--- config.mk ---
export PLATFORM = sky130hd
export DESIGN_NAME = nsx_core
export DESIGN_NICKNAME = d
export VERILOG_FILES = /design/src/hdl/nsx_pkg.sv /design/src/hdl/nsx_alu.sv /design/src/hdl/nsx_core.sv
export VERILOG_INCLUDE_DIRS = /design/src /design/src/hdl
export SDC_FILE = /design/constraint.sdc
export NUM_CORES = 1
export LEC_CHECK = 0
export BUFFER_PORTS_ARGS = -buffer_cell sky130_fd_sc_hd__buf_4
export CAP_MARGIN = 30
export CORE_MARGIN = 3
export CORE_UTILIZATION = 25
export CTS_CLUSTER_DIAMETER = 200
export CTS_CLUSTER_SIZE = 30
export DETAILED_ROUTE_END_ITERATION = 7
export PLACE_DENSITY_LB_ADDON = 0.25
export SLEW_MARGIN = 10
export SYNTH_ARGS = -nofsm -noshare
export SYNTH_HDL_FRONTEND = slang
export SYNTH_HIERARCHICAL = 1
export SYNTH_SLANG_ARGS = --single-unit
export TNS_END_PERCENT = 5
--- constraint.sdc ---
create_clock -name clk_sys_i -period 2.1 [get_ports clk_sys_i]
set_input_delay 0.315 -clock clk_sys_i [delete_from_list [all_inputs] [get_ports clk_sys_i]]
set_output_delay 0.315 -clock clk_sys_i [all_outputs]
set_load 0.01 [all_outputs]
--- src/hdl/nsx_regs.svh ---
// constants for the nibble, skip, table and exclusive-or execution unit
`ifndef NSX_REGS_SVH
`define NSX_REGS_SVH
`define NSX_ZERO_BYTE 8'h00
`define NSX_LO_NIB 3:0
`define NSX_HI_NIB 7:4
`define NSX_FLAG_Z 0
`define NSX_FLAGS_RST 8'h00
`define NSX_ACCUMULATOR_RST 8'h00
`define NSX_LATCH_RST 8'h00
`define NSX_STROBE_RST 1'b0
`define NSX_ADDR_RST 16'h0000
`define NSX_OPC_NONE 4'h0
`define NSX_OPC_SWAP 4'h1
`define NSX_OPC_SWAP_ACCUM 4'h2
`define NSX_OPC_SZB 4'h3
`define NSX_OPC_COPY_SKIP 4'h4
`define NSX_OPC_SZBIT 4'h5
`define NSX_OPC_TRC 4'h6
`define NSX_OPC_TRL 4'h7
`define NSX_OPC_XRA 4'h8
`define NSX_OPC_XRM 4'h9
`define NSX_OPC_XRI 4'ha
`endif

--- src/hdl/nsx_pkg.sv ---
// types for the nibble, skip, table and exclusive-or execution unit
package nsx_pkg;
    typedef enum logic [1:0] {
        NSX_IDLE = 2'b00,
        NSX_DUMMY = 2'b01,
        NSX_TABLE = 2'b10
    } nsx_state_type;
endpackage

--- src/hdl/nsx_alu.sv ---
// combinational result and skip decode for the execution unit
`timescale 1ns/1ns
`include "nsx_regs.svh"
module nsx_alu
    import nsx_pkg::*;
#(
    parameter int DW = 8
) (
    input wire logic [3:0] op_i,
    input wire logic [DW-1:0] mem_i,
    input wire logic [DW-1:0] accumulator_i,
    input wire logic [DW-1:0] imm_i,
    input wire logic [2:0] bit_sel_i,
    output logic [DW-1:0] swap_o,
    output logic [DW-1:0] xor_o,
    output logic skip_o
);
    wire logic [DW-1:0] xor_src;
    wire logic sel_bit;
    // nibble exchange of the memory operand
    assign swap_o = {mem_i[`NSX_LO_NIB], mem_i[`NSX_HI_NIB]};
    // immediate form uses the code operand in place of memory
    assign xor_src = (op_i == `NSX_OPC_XRI) ? imm_i : mem_i;
    assign xor_o = accumulator_i ^ xor_src;
    assign sel_bit = mem_i[bit_sel_i];
    // skip when the tested byte or bit is zero
    assign skip_o = ((op_i == `NSX_OPC_SZB || op_i == `NSX_OPC_COPY_SKIP)
                     && mem_i == `NSX_ZERO_BYTE)
                  || (op_i == `NSX_OPC_SZBIT && !sel_bit);
endmodule

--- src/hdl/nsx_core.sv ---
// execution unit for nibble exchange, zero skips, table reads and exclusive-or
`timescale 1ns/1ns
`include "nsx_regs.svh"
module nsx_core
    import nsx_pkg::*;
#(
    parameter int DW = 8,
    parameter int PW = 8,
    parameter int PAW = 16,
    parameter logic [PW-1:0] LAST_PAGE = 8'hff
) (
    input wire logic clk_sys_i,
    input wire logic sys_rst_i,
    input wire logic op_valid_i,
    input wire logic [3:0] op_code_i,
    input wire logic [DW-1:0] mem_rdata_i,
    input wire logic [DW-1:0] imm_i,
    input wire logic [2:0] bit_sel_i,
    input wire logic [PW-1:0] table_pointer_low_i,
    input wire logic [PW-1:0] table_pointer_high_i,
    input wire logic [2*DW-1:0] prog_rdata_i,
    input wire logic [DW-1:0] flags_i,
    output logic busy_o,
    output logic done_o,
    output logic skip_o,
    output logic mem_we_o,
    output logic [DW-1:0] mem_wdata_o,
    output logic accumulator_we_o,
    output logic [DW-1:0] accumulator_o,
    output logic flags_we_o,
    output logic [DW-1:0] flags_o,
    output logic prog_re_o,
    output logic [PAW-1:0] prog_addr_o,
    output logic [DW-1:0] table_high_byte_latch_o
);

    // slot state of the execution unit
    nsx_state_type state_q;
    nsx_state_type state_d;

    // output registers; each port is a plain copy of one of these
    logic busy_q;
    logic done_q;
    logic skip_q;
    logic mem_we_q;
    logic [DW-1:0] mem_wdata_q;
    logic accumulator_we_q;
    logic [DW-1:0] accumulator_q;
    logic flags_we_q;
    logic [DW-1:0] flags_q;
    logic prog_re_q;
    logic [PAW-1:0] prog_addr_q;
    logic [DW-1:0] latch_q;

    // next values of the output registers
    wire logic busy_d;
    wire logic done_d;
    wire logic skip_d;
    wire logic mem_we_d;
    wire logic [DW-1:0] mem_wdata_d;
    wire logic accumulator_we_d;
    wire logic [DW-1:0] accumulator_d;
    wire logic flags_we_d;
    wire logic [DW-1:0] flags_d;
    wire logic prog_re_d;
    wire logic [PAW-1:0] prog_addr_d;
    wire logic [DW-1:0] latch_d;

    // results from the combinational operand path
    wire logic [DW-1:0] swap_w;
    wire logic [DW-1:0] xor_w;
    wire logic skip_w;

    // decode of the presented instruction and of the current slot
    wire logic take;
    wire logic in_dummy;
    wire logic in_table;
    wire logic is_skip;
    wire logic is_table;
    wire logic is_xor;
    wire logic skip_now;
    wire logic zero_res;
    wire logic [DW-1:0] mem_src;
    wire logic [DW-1:0] accumulator_src;
    wire logic [DW-1:0] flags_z;
    wire logic [PAW-1:0] tbl_addr;

    // opcode classes; the slot machine asks the skip and table ones, the strobe decode all three
    function automatic logic op_is_skip(input logic [3:0] op);
        op_is_skip = op == `NSX_OPC_SZB || op == `NSX_OPC_COPY_SKIP
                     || op == `NSX_OPC_SZBIT;
    endfunction

    function automatic logic op_is_table(input logic [3:0] op);
        op_is_table = op == `NSX_OPC_TRC || op == `NSX_OPC_TRL;
    endfunction

    function automatic logic op_is_xor(input logic [3:0] op);
        op_is_xor = op == `NSX_OPC_XRA || op == `NSX_OPC_XRM || op == `NSX_OPC_XRI;
    endfunction

    // the in-place forms write the byte back to data memory
    function automatic logic op_writes_mem(input logic [3:0] op);
        op_writes_mem = op == `NSX_OPC_SWAP || op == `NSX_OPC_XRM;
    endfunction

    // forms that leave their result in the accumulator
    function automatic logic op_writes_accumulator(input logic [3:0] op);
        op_writes_accumulator = op == `NSX_OPC_SWAP_ACCUM || op == `NSX_OPC_COPY_SKIP
                                || op == `NSX_OPC_XRA || op == `NSX_OPC_XRI;
    endfunction

    // operand path: nibble swap, exclusive-or and zero tests
    nsx_alu #(.DW(DW)) u_alu (
        .op_i(op_code_i),
        .mem_i(mem_rdata_i),
        .accumulator_i(accumulator_q),
        .imm_i(imm_i),
        .bit_sel_i(bit_sel_i),
        .swap_o(swap_w),
        .xor_o(xor_w),
        .skip_o(skip_w)
    );

    // an instruction is taken only in the idle slot; busy slots ignore valid
    assign take = op_valid_i && state_q == NSX_IDLE;
    assign in_dummy = state_q == NSX_DUMMY;
    assign in_table = state_q == NSX_TABLE;
    assign is_skip = op_is_skip(op_code_i);
    assign is_table = op_is_table(op_code_i);
    assign is_xor = op_is_xor(op_code_i);
    // a failed test costs no slot, so only a real skip enters the dummy slot
    assign skip_now = take && is_skip && skip_w;

    // the last page ignores the high pointer and uses the fixed top page
    assign tbl_addr = (op_code_i == `NSX_OPC_TRL) ?
                      PAW'({LAST_PAGE, table_pointer_low_i}) :
                      PAW'({table_pointer_high_i, table_pointer_low_i});

    // only the zero bit follows the result; every other flag passes through
    assign zero_res = xor_w == `NSX_ZERO_BYTE;
    generate
        for (genvar gi = 0; gi < DW; gi++) begin : g_flag
            if (gi == `NSX_FLAG_Z) begin : g_zero
                assign flags_z[gi] = zero_res;
            end else begin : g_keep
                assign flags_z[gi] = flags_i[gi];
            end
        end
    endgenerate

    // operand sources for the two write ports
    assign mem_src = in_table ? prog_rdata_i[DW-1:0] :
                     (op_code_i == `NSX_OPC_XRM) ? xor_w : swap_w;
    assign accumulator_src = (op_code_i == `NSX_OPC_SWAP_ACCUM) ? swap_w :
                             (op_code_i == `NSX_OPC_COPY_SKIP) ? mem_rdata_i :
                             xor_w;

    // strobes for the cycle after the take, or for the second slot
    assign busy_d = state_d != NSX_IDLE;
    assign done_d = in_table || in_dummy || (take && !is_table && !skip_now);
    assign skip_d = skip_now;
    assign mem_we_d = in_table || (take && op_writes_mem(op_code_i));
    assign accumulator_we_d = take && op_writes_accumulator(op_code_i);
    // flags are written by the exclusive-or forms alone
    assign flags_we_d = take && is_xor;
    assign prog_re_d = take && is_table;

    // held values change only together with their strobe
    assign mem_wdata_d = mem_we_d ? mem_src : mem_wdata_q;
    assign accumulator_d = accumulator_we_d ? accumulator_src : accumulator_q;
    assign flags_d = flags_we_d ? flags_z : flags_q;
    assign prog_addr_d = prog_re_d ? tbl_addr : prog_addr_q;
    // program word is taken in the table slot, while the address is on the port
    assign latch_d = in_table ? prog_rdata_i[2*DW-1:DW] : latch_q;

    // skip ops that skip spend a dummy slot, table reads a fetch slot
    always_comb begin
        state_d = state_q;
        case (state_q)
            NSX_IDLE: begin
                if (skip_now) begin
                    state_d = NSX_DUMMY;
                end else if (take && is_table) begin
                    state_d = NSX_TABLE;
                end
            end
            NSX_DUMMY: begin
                state_d = NSX_IDLE;
            end
            NSX_TABLE: begin
                state_d = NSX_IDLE;
            end
            default: begin
                state_d = NSX_IDLE;
            end
        endcase
    end

    // slot register
    always_ff @(posedge clk_sys_i or posedge sys_rst_i) begin
        if (sys_rst_i) begin
            state_q <= NSX_IDLE;
        end else begin
            state_q <= state_d;
        end
    end

    // one-cycle strobes; they fall by themselves on the following edge
    always_ff @(posedge clk_sys_i or posedge sys_rst_i) begin
        if (sys_rst_i) begin
            busy_q <= `NSX_STROBE_RST;
            done_q <= `NSX_STROBE_RST;
            skip_q <= `NSX_STROBE_RST;
        end else begin
            busy_q <= busy_d;
            done_q <= done_d;
            skip_q <= skip_d;
        end
    end

    // write strobes towards memory, accumulator and flags, and the program read strobe
    always_ff @(posedge clk_sys_i or posedge sys_rst_i) begin
        if (sys_rst_i) begin
            mem_we_q <= `NSX_STROBE_RST;
            accumulator_we_q <= `NSX_STROBE_RST;
            flags_we_q <= `NSX_STROBE_RST;
            prog_re_q <= `NSX_STROBE_RST;
        end else begin
            mem_we_q <= mem_we_d;
            accumulator_we_q <= accumulator_we_d;
            flags_we_q <= flags_we_d;
            prog_re_q <= prog_re_d;
        end
    end

    // data byte written back to memory
    always_ff @(posedge clk_sys_i or posedge sys_rst_i) begin
        if (sys_rst_i) begin
            mem_wdata_q <= `NSX_ZERO_BYTE;
        end else begin
            mem_wdata_q <= mem_wdata_d;
        end
    end

    // accumulator copy; it also feeds the exclusive-or operand
    always_ff @(posedge clk_sys_i or posedge sys_rst_i) begin
        if (sys_rst_i) begin
            accumulator_q <= `NSX_ACCUMULATOR_RST;
        end else begin
            accumulator_q <= accumulator_d;
        end
    end

    // flag byte offered with the flag write strobe
    always_ff @(posedge clk_sys_i or posedge sys_rst_i) begin
        if (sys_rst_i) begin
            flags_q <= `NSX_FLAGS_RST;
        end else begin
            flags_q <= flags_d;
        end
    end

    // program address, held after the fetch for the memory to use
    always_ff @(posedge clk_sys_i or posedge sys_rst_i) begin
        if (sys_rst_i) begin
            prog_addr_q <= `NSX_ADDR_RST;
        end else begin
            prog_addr_q <= prog_addr_d;
        end
    end

    // table high-byte latch keeps the upper half of the last word read
    always_ff @(posedge clk_sys_i or posedge sys_rst_i) begin
        if (sys_rst_i) begin
            latch_q <= `NSX_LATCH_RST;
        end else begin
            latch_q <= latch_d;
        end
    end

    // ports are plain copies of the registers, so every output comes from a flop
    assign busy_o = busy_q;
    assign done_o = done_q;
    assign skip_o = skip_q;
    assign mem_we_o = mem_we_q;
    assign mem_wdata_o = mem_wdata_q;
    assign accumulator_we_o = accumulator_we_q;
    assign accumulator_o = accumulator_q;
    assign flags_we_o = flags_we_q;
    assign flags_o = flags_q;
    assign prog_re_o = prog_re_q;
    assign prog_addr_o = prog_addr_q;
    assign table_high_byte_latch_o = latch_q;
endmodule

* After elaboration in Yosys (flattened, before gate mapping)
Index checks and enable logic that the tools add are counted.
** Operators by class
- $lt $le $gt $ge :: 1
- Eq/ne operators :: 12
- Multiplexer cells :: 11
- Bitwise gates (word level) :: 1
- Reduce and logical (&&, ||, !) cells :: 31
** Operators with widths (count)
- 8-bit two-way mux :: 5
- 4-bit by 3-bit == test with 1-bit output (second input constant) :: 4
- 8-bit zero test :: 2
- 16-bit two-way mux :: 1
- 1-bit logical OR :: 13
- 4-bit == test (second input constant) :: 3
- 1-bit logical AND :: 11
- 4-bit by 2-bit == test with 1-bit output (second input constant) :: 2
- 8-bit bitwise XOR :: 1
- 2-bit two-way mux :: 3
- 4-bit by 1-bit == test with 1-bit output (second input constant) :: 1
- 3-bit by 4-bit < comparator with 1-bit output (second input constant) :: 1
- 1-bit binary-select mux with 3-bit select :: 1
- 1-bit zero test :: 3
- 2-bit by 1-bit == test with 1-bit output (second input constant) :: 1
- 2-bit == test (second input constant) :: 1
- 2-bit zero test :: 1
- 2-bit nonzero test :: 1
- 1-bit two-way mux :: 1
** Storage, ports and cells
- Flip-flop bits (word level) :: 57
- Input bits :: 66
- Output and inout port bits :: 55
- Word-level logic and storage cells :: 69

* Logic depth before layout (Yosys ltp)
Gate-level depths: netlist (run 1).
- Depth in word-level cells :: 9
- Gate-level depth with buffers :: 9
- Gate-level depth less buffers :: 8

* Hierarchy
The synthesis (run 1) kept the hierarchy.
** Modules (own cells, without submodules)
- nsx_core :: times used 1, cells each 249, area an instance 2802.7 um2, seq. area each 1426.4 um2
- nsx_alu :: times used 1, cells each 39, area an instance 340.3 um2, seq. area each 0.0 um2

* Worst setup path after synthesis (run 1)
OpenSTA, ideal clock, no wires.
- Path type :: input -> register
- Start :: input port bit_sel_i[1]
- End :: register state_q[1]
- Library setup time :: 0.137 ns
- Arrival time :: 1.755 ns
- Required time :: 1.963 ns
- Slack :: 0.208 ns
- Cell stages on the path :: 7
- Buffers on the path :: 0
- Cells stage by stage :: mux4_2 nor2b_1 a211oi_1 a41o_1 inv_1 nor4b_1 a21oi_1
** Between the ends
- Cells in the longest elaborated chain, start to end :: 8
** Ends and longest elaborated chain
- start, declared :: RTL line nsx_core.sv:18 : input wire logic [2:0] bit_sel_i,
- 1-bit binary-select mux with 3-bit select :: RTL line nsx_alu.sv:25 : assign sel_bit = mem_i[bit_sel_i];
- 1-bit two-way mux (not written as such) :: RTL line nsx_alu.sv:25
- 1-bit zero test :: RTL line nsx_alu.sv:29 : || (op_i == `NSX_OPC_SZBIT && !sel_bit);
- 1-bit logical AND :: RTL line nsx_alu.sv:29
- 1-bit logical OR :: RTL line nsx_alu.sv:27 : assign skip_o = ((op_i == `NSX_OPC_SZB || op_i == `NSX_OPC_COPY_SKIP)
- via skip_w :: RTL line nsx_core.sv:72 : wire logic skip_w;
- 1-bit logical AND :: RTL line nsx_core.sv:133 : assign skip_now = take && is_skip && skip_w;
- via skip_d :: RTL line nsx_core.sv:58 : wire logic skip_d;
- 2-bit two-way mux :: RTL line nsx_core.sv:182 : if (skip_now) begin
- 2-bit two-way mux :: RTL line nsx_core.sv:180 : case (state_q)
- via state_d[1] :: RTL line nsx_core.sv:39 : nsx_state_type state_d;
- end signal, assigned :: RTL line nsx_core.sv:205 : state_q <= state_d;
- end, declared :: RTL line nsx_core.sv:38 : nsx_state_type state_q;
The timed path passes the listed nets, and every way through them passes these cells. The select of a mux whose other input is x is not followed.
A chain may end at the register's enable or synchronous reset.

* Worst setup path after layout (run 1)
- Start :: register state_q[0]
- End :: register flags_q[1], in the netlist flags_o[1]
** Between the ends
- Cells in the longest elaborated chain, start to end :: 3
** Ends and longest elaborated chain
- 2-bit zero test :: RTL line nsx_core.sv:126 : assign take = op_valid_i && state_q == NSX_IDLE;
- 1-bit logical AND :: RTL line nsx_core.sv:126
- 1-bit logical AND :: RTL line nsx_core.sv:166 : assign flags_we_d = take && is_xor;
- end signal, assigned :: RTL line nsx_core.sv:258 : flags_q <= `NSX_FLAGS_RST;
- end signal, assigned :: RTL line nsx_core.sv:260 : flags_q <= flags_d;
- end, declared :: RTL line nsx_core.sv:50 : logic [DW-1:0] flags_q;
No other way between the ends.

==> results.md, run 1 <==
- Across the run, the number of max-cap violations was 0.
- The total clock buffers created by CTS is 9.
- The pin count of the biggest net entering global routing is 33.
- In the final routed layout, each cell accounts on average for 14.9 µm.
- The routed design has 8.78 mm of wire.
- Summed over all nets, the half-perimeter wirelength after detailed placement is 6.64 mm.
- For this run, the number of Yosys warnings is 6.
- Post-CTS timing repair inserted 0 buffers for setup.
- The via count of the first global-routing pass is 2712.
- The number of buffers on the longest clock path is 2.
- The number of slew-limit violations in the final report is 0.
- In this run the horizontal extent of the chip is 118 µm.
- The number of different library cells used by synthesis comes to 44.
- The aggregate global routing overflow is 0.
- The kind of start point of the critical path is a flop.
- The cell area that synthesis handed to floorplanning was 0.00314 mm².
- The clock latency on the worst-skew pair is 320 ps.
- After synthesis, the share of flip-flops with an asynchronous set or reset is 100%.
- For this block, the via count after detailed routing is 2644.
- The quantity of I/O buffers inserted on ports is 119.
- For the pin with the worst max-slew slack, the measured transition is 602 ps.
- In this design, the stage delay of the slowest critical-path cell is 590 ps.
- For this run, design rule violations remaining after detail routing come to 0.
- The first-pass GRT wire length is 14.4 mm.
- The area fraction of the dominant cell type after synthesis is 45.4%.
- The data required time at the worst endpoint is 2300 ps.
- The average footprint of a synthesized cell is 10.9 µm².
- In the synthesized netlist the dominant register cell turns out to be dfrtp_1.
- The number of antenna diodes in the final layout is 0.
- The die height is 118 µm.
- Sorting the synthesized cells by area gives the leading types as dfrtp_1, mux2i_1, mux2_2.
- The peak supply drop is 645 µV.
- The net count of the finished layout is 485.
- The number of top-level pins is 121.
- dfrtp_1 is the most common cell in the netlist.
- The fmax is 536 MHz.
- The initial core utilization is 25.8%.
- Of all cell types, the one taking the most synthesized area is dfrtp_1.
- Setup repair after global routing left no endpoint under its margin.
- The deepest level of the CTS H-tree is 3.
- In the final timing run, aggregate negative setup slack is 0 ps.
- In this run the static leakage power is 2.19 nW.
- In this run, placement finished with an instance count of 574.
- The run finished with clean final reports.
- Clock-pin slew was measured on the worst setup and hold paths at 50 ps.
- By count the netlist is led by dfrtp_1, mux2i_1, nand2_1.
- The growth of design area from synthesis to finish is 47.1%.
- For this block, the initial DRC count from the detailed router was 118.
- The number of gates resized after CTS was 0.
- The standard cell with the maximum stage delay on the critical path is and4bb_1.
- The die covers 0.0140 mm².
- The cell chosen for the clock root is clkbuf_16.
- Dividing the final minimum period by the clock period gives 88.9%.
- The critical path is of the reg -> reg type.
- Cells with a size suffix above 1 make up 46.2% of the layout.
- Counting flops and latches in the post-synthesis netlist gives 57.
- After floorplanning, the core was divided into 40 placement rows.
- The number of antenna violations at the first check in global routing is 0.
- The iteration count of the initial detailed-routing pass is 4.
- The endpoint kind of the worst setup timing path is a flop.
- The biggest fanout along the worst timing path is 10.
- The number of nets with antenna violations after routing is 0.
- The final count of hold timing violations is 0.
- Across the routed clock network, the largest skew measured is 4.72 ps.
- The post-synthesis sequential area ratio is 45.4%.
- The number of instances in the synthesized netlist is 288.
- Once layout is complete, the cells apart from fillers number 590.
- Dividing total power by cell area gives a power density of 1250 mW/mm².
- The signal on the critical path passes through inv_1, ha_1, nand2_2, and4bb_1, mux2_2.
- Setup violations remaining at the end of the flow were counted as 0.
- The quantity of hold-fixing buffers added after cts is 0.
- In this run the tightest slew margin relative to its limit is 59.8%.
- The CTS sink count is 57.
- The core area is 0.0122 mm².
- The final weighted congestion in routability-driven placement is 0.812.
- The min-delay analysis places its worst path in the category in -> async.
- The overall routing resource usage is 12.9%.
- The number of flops mapped to enable cells by yosys is 0.
- The post-route minimum period is 1870 ps.
- The average via count per standard cell is 4.48.
- Synthesis produced a netlist with a net count of 356.
- The arrival time of the worst setup path is 2070 ps.
- TritonCTS built the clock tree.
==> path summary, 6_finish.rpt <==
kind / from / endpoint / slack, ps / depth (start not counted)
worst min-delay path: sys_rst_i / prog_addr_o[3] / 70 / 2
worst min register to register: prog_addr_o[10] / prog_addr_o[10] / 480 / 2
max in group asynchronous: sys_rst_i / done_o / 1450 / 3
worst max register to register: state_q[0] / flags_o[1] / 230 / 5
worst max-delay path: state_q[0] / flags_o[1] / 230 / 5
min in group clk_sys_i: flags_i[5] / flags_o[5] / 210 / 2
==> through the flow <==
stage	util, %	setup slack [ps]	total power [mW]	area (µm²)	hold WS, ps
5_1_grt	38.0	95.9	6.18	4620	119
3_5_place_dp	35.2	-55.3	4.16	4290	441
6_report	38.0	234	5.76	4620	68.4
2_1_floorplan	-	208	3.03	3140	450
3_3_place_gp	35.2	-73.8	4.11	4290	441
4_1_cts	38.0	202	5.89	4620	90.0
==> where the power goes <==
group | total, mW | switching (mW) | internal, mW
Combinational | 2.27 | 1.03 | 1.24
Clock | 1.68 | 0.518 | 1.16
Sequential | 1.82 | 0.259 | 1.56
==> area by class of cell <==
class                      count  area, µm²
tap                          168        210
multi-input combinational    189       1500
timing repair buffer         144       1090
inverter                      16       60.1
clock buffer                  11        233
fill                        1254       7540
clock inverter                 5        104
sequential                    57       1430
==> registers in the layout, indices dropped and copies added (netlist names) <==
name and count:
prog_addr_o 16, accumulator_o 8, flags_o 8, mem_wdata_o 8
table_high_byte_latch_o 8, state_q 2, accumulator_we_o 1, busy_o 1
done_o 1, flags_we_o 1, mem_we_o 1, prog_re_o 1
skip_o 1
==> metal layers <==
metal	track usage [%]	routed length [µm]	up-vias
met3	4.13	546	6
met5	0	0	-
li1	-	-	1266
met2	21.2	4250	88
met1	16.4	3880	1284
met4	3.08	97	0
==> worst max-delay path: cells and delay by family, from the launching register on <==
family / cells / cell delay [ps]
flops: 1 / 390
fa+ha+maj: 1 / 190
buf+inv: 1 / 90
mux: 1 / 390
simple gates: 2 / 680
==> cell families after synthesis <==
logic type                 share of synthesized area [%]
AOI/OAI and AO/OA                                   10.9
xor gates and xnor gates                            2.51
adders and majority gates                          0.796
buffers and inverters                               7.21
DFF                                                 45.4
muxes                                               21.7
and+or+nand+nor                                     11.5
==> layout by cell type (no fill, tap or decap), types with 8 or more instances in the layout <==
cell type	synthesis	routed
buf_4	11	143
mux2i_1	25	25
clkbuf_16	0	9
mux2_4	9	9
dfrtp_1	57	57
xnor2_1	8	8
a21o_1	9	9
o21ai_1	8	8
nor2_1	18	18
inv_1	16	15
a21oi_1	10	10
nor3_1	10	10
o21ai_0	10	10
nand2_1	20	20
mux2_2	19	19
o221ai_1	8	8
(Power assumes the default switching activity.)
==> inputs of run 2 (changes only) <==
Settings changed: PLACE_DENSITY set to 0.5, PLACE_DENSITY_LB_ADDON 0.25 to unset, SKIP_LAST_GASP set to 1.
==> run 2 against run 1 <==
  * Clock skew up 2.0 ps
  * Cell area fell by 0.76%
  * Register-to-register slack is essentially flat
  * Sequential power hardly changed
  * Clock power is 10% lower
==> results.md, run 2 (synthesis gave the netlist of run 1 again) <==
- The number of buffers on the longest clock path is 2.
- The clock reaches the later pin of the worst-skew pair after 320 ps.
- The number of buffers and inverters on the critical path is 2.
- For the pin with the worst max-slew slack, the measured transition is 511 ps.
- The slowest stage of the critical path is the mux4_2 cell.
- The critical path is of the in -> reg type.
- The first detailed-routing pass ran for 4 iterations.
- For this design the static power due to leakage is 2.18 nW.
- On the critical path the largest part of the delay comes from compound AO/OA/AOI/OAI gates.
- The floorplan has 40 rows.
- The die height is 118 µm.
- The final count of hold timing violations is 0.
- The layout has 1236 filler cells.
- Data on the critical path is required at its endpoint by 2290 ps.
- Setup violations remaining at the end of the flow were counted as 0.
- The pin count of the biggest net entering global routing is 37.
- STA classifies the critical path startpoint as an input port.
- In this run the top signal layer used is met4.
- The overall routing resource usage is 13.2%.
- The deepest level of the CTS H-tree is 3.
- The final-stage net count is 484.
- Clock tree synthesis selected as its root buffer the cell clkbuf_16.
- The stage delay of the slowest cell on the critical path is 480 ps.
- The detailed router put a total of 3.99 mm of wire on met1.
- The number of antenna violations at the first check in global routing was 0.
- The flip-flop count of the largest register, all copies and words added is 16.
- The repair_antennas step left the layout with diodes totalling 0.
- The share of the core filled with cells in the final layout is 37.7%.
- The final weighted congestion in routability-driven placement is 0.783.
- The number of slew-limit violations in the final report is 0.
- The floorplan step defined a die boundary enclosing 0.0140 mm².
- The detail route stage leaves a number of antenna-violating nets equal to 0.
- The clock tree from TritonCTS is built.
- The worst setup skew after layout is 6.75 ps.
- Summed over all nets, wire length on met2 after detailed routing comes to 4.06 mm.
- The overall die width is 118 µm.
- The non-filler instance count after layout is 589.
- For this block, the routed nets add up to 8.81 mm of wire.
- Derived from the worst setup path, the maximum achievable clock frequency is 532 MHz.
- In this run the post-CTS setup repair buffer count came out at 0.
- In the routed design, unresolved DRC markers number 0.
- After clock tree synthesis, the clock-pin slew on the worst setup and hold paths is 50 ps.
- The run finished with clean final reports.
- The via count is 2600.
- Once placement finished, the instance area stood at 0.00428 mm².
- The quantity of I/O buffers inserted on ports is 119.
- The count of max-cap constraint violations is 0.
- In this run the worst path has a maximum fanout of 3.
- The routed wire length on met3 is 658 µm.
- The number of top-level pins is 121.
- The first-pass GRT wire length is 14.6 mm.
- IR analysis of the VDD net gives a maximum drop of 742 µV.
- Setup repair after global routing left no endpoint under its margin.
- Once the clock tree was built, the resizer swapped 0 gates to a different size.
- The worst relative slew slack is 65.9%.
- The via count of the first global-routing pass was 2753.
- The initial core utilization is 25.8%.
- STA classifies the critical path endpoint as a flop.
- Detailed placement ended at an HPWL of 6.53 mm.
- The library cell used most frequently in the layout, excluding fill and tap cells, is buf_4.
- The DRC violation total after the first TritonRoute iteration is 139.
- Walking the worst path, the cells encountered are buf_4, mux4_2, nor2b_1, a211oi_1, a41o_1, inv_1, nor4b_1, a21oi_1.
- The quantity of hold-fixing buffers added after cts is 0.
- Leaving out fill and tap cells, the most frequent cells in the layout are buf_4, dfrtp_1, mux2i_1.
- The worst hold-check slack is 19.8 ps.
- The per-cell routed wire length is 15.0 µm.
- The post-route netlist has 46.1% of its cells at a drive strength greater than 1.
- The average via count per standard cell is 4.41.
- Summed over all layers, the global routing overflow is 0.
- The classification of the worst-slack hold path is in -> async.
- The routed design could run at a clock period as short as 1880 ps.
- Dividing total power by cell area gives a power density of 1220 mW/mm².
- Data arrives at the worst endpoint at 2070 ps.
- The total area inside the core boundary comes to 0.0122 mm².
- The post-route standard cell area excluding fillers is 0.00459 mm².
- The number of placed cells counting well taps is 573.
- CTS saw 57 sinks.
- The final critical path takes up 89.5% of the cycle.
- From synthesis to final layout, the design area changed by 46.0%.
- The total clock buffers created by CTS is 9.
-- run 2: changes by cell type in the layout (fill, tap and decap cells not counted) --
cell	before	now
clkbuf_8	0	3
bufinv_16	3	1
clkinv_4	1	0
buf_4	143	142
-- run 2: per-stage QoR --
stage          power [mW]  TNS (ps)  setup WS, ps
6_report             5.58         0           220
5_1_grt              6.00         0          81.8
4_1_cts              5.70         0           200
3_5_place_dp         4.13      -383          -145
3_3_place_gp         4.08      -378          -165
2_1_floorplan        3.03         0           208
-- run 2: path summary, 6_finish.rpt --
kind                       slack (ps)  cells past startpoint          endpoint      startpoint
max in group asynchronous        1510                      3  accumulator_o[1]       sys_rst_i
min in group clk_sys_i            210                      2        flags_o[6]      flags_i[6]
min reg2reg                       480                      2    mem_wdata_o[3]  mem_wdata_o[3]
min                                20                      2         prog_re_o       sys_rst_i
max                               220                      8        state_q[1]    bit_sel_i[1]
max reg2reg                       220                      5        flags_o[4]      state_q[0]
-- run 2: power breakdown --
| group | switching, mW | leakage (nW) | internal, mW |
|---|---|---|---|
| Sequential | 0.277 | 0.694 | 1.56 |
| Clock | 0.493 | 0.153 | 1.01 |
| Combinational | 1.02 | 1.33 | 1.21 |
-- run 2: metal layers --
layer | track usage (%) | vias to the layer above
met3 | 6.15 | 7
met4 | 3.30 | 0
met2 | 20.7 | 93
met1 | 16.5 | 1237
met5 | 0 | -
li1 | - | 1263
-- run 2: layout make-up --
type,count,area [µm²],share of cell area [%]
clock buffer,14,274,5.97
tap,168,210,4.58
inverter,16,60.1,1.31
timing repair buffer,143,1090,23.7
sequential,57,1430,31.1
multi-input combinational,189,1500,32.6
clock inverter,2,35.0,0.764
-- run 2: worst register-to-register path, cell delays in order, from the launching register on --
cell and delay, ps:
dfrtp_1 390, inv_1 90, ha_1 180, nand2_2 100
and4bb_1 610, mux2_2 390
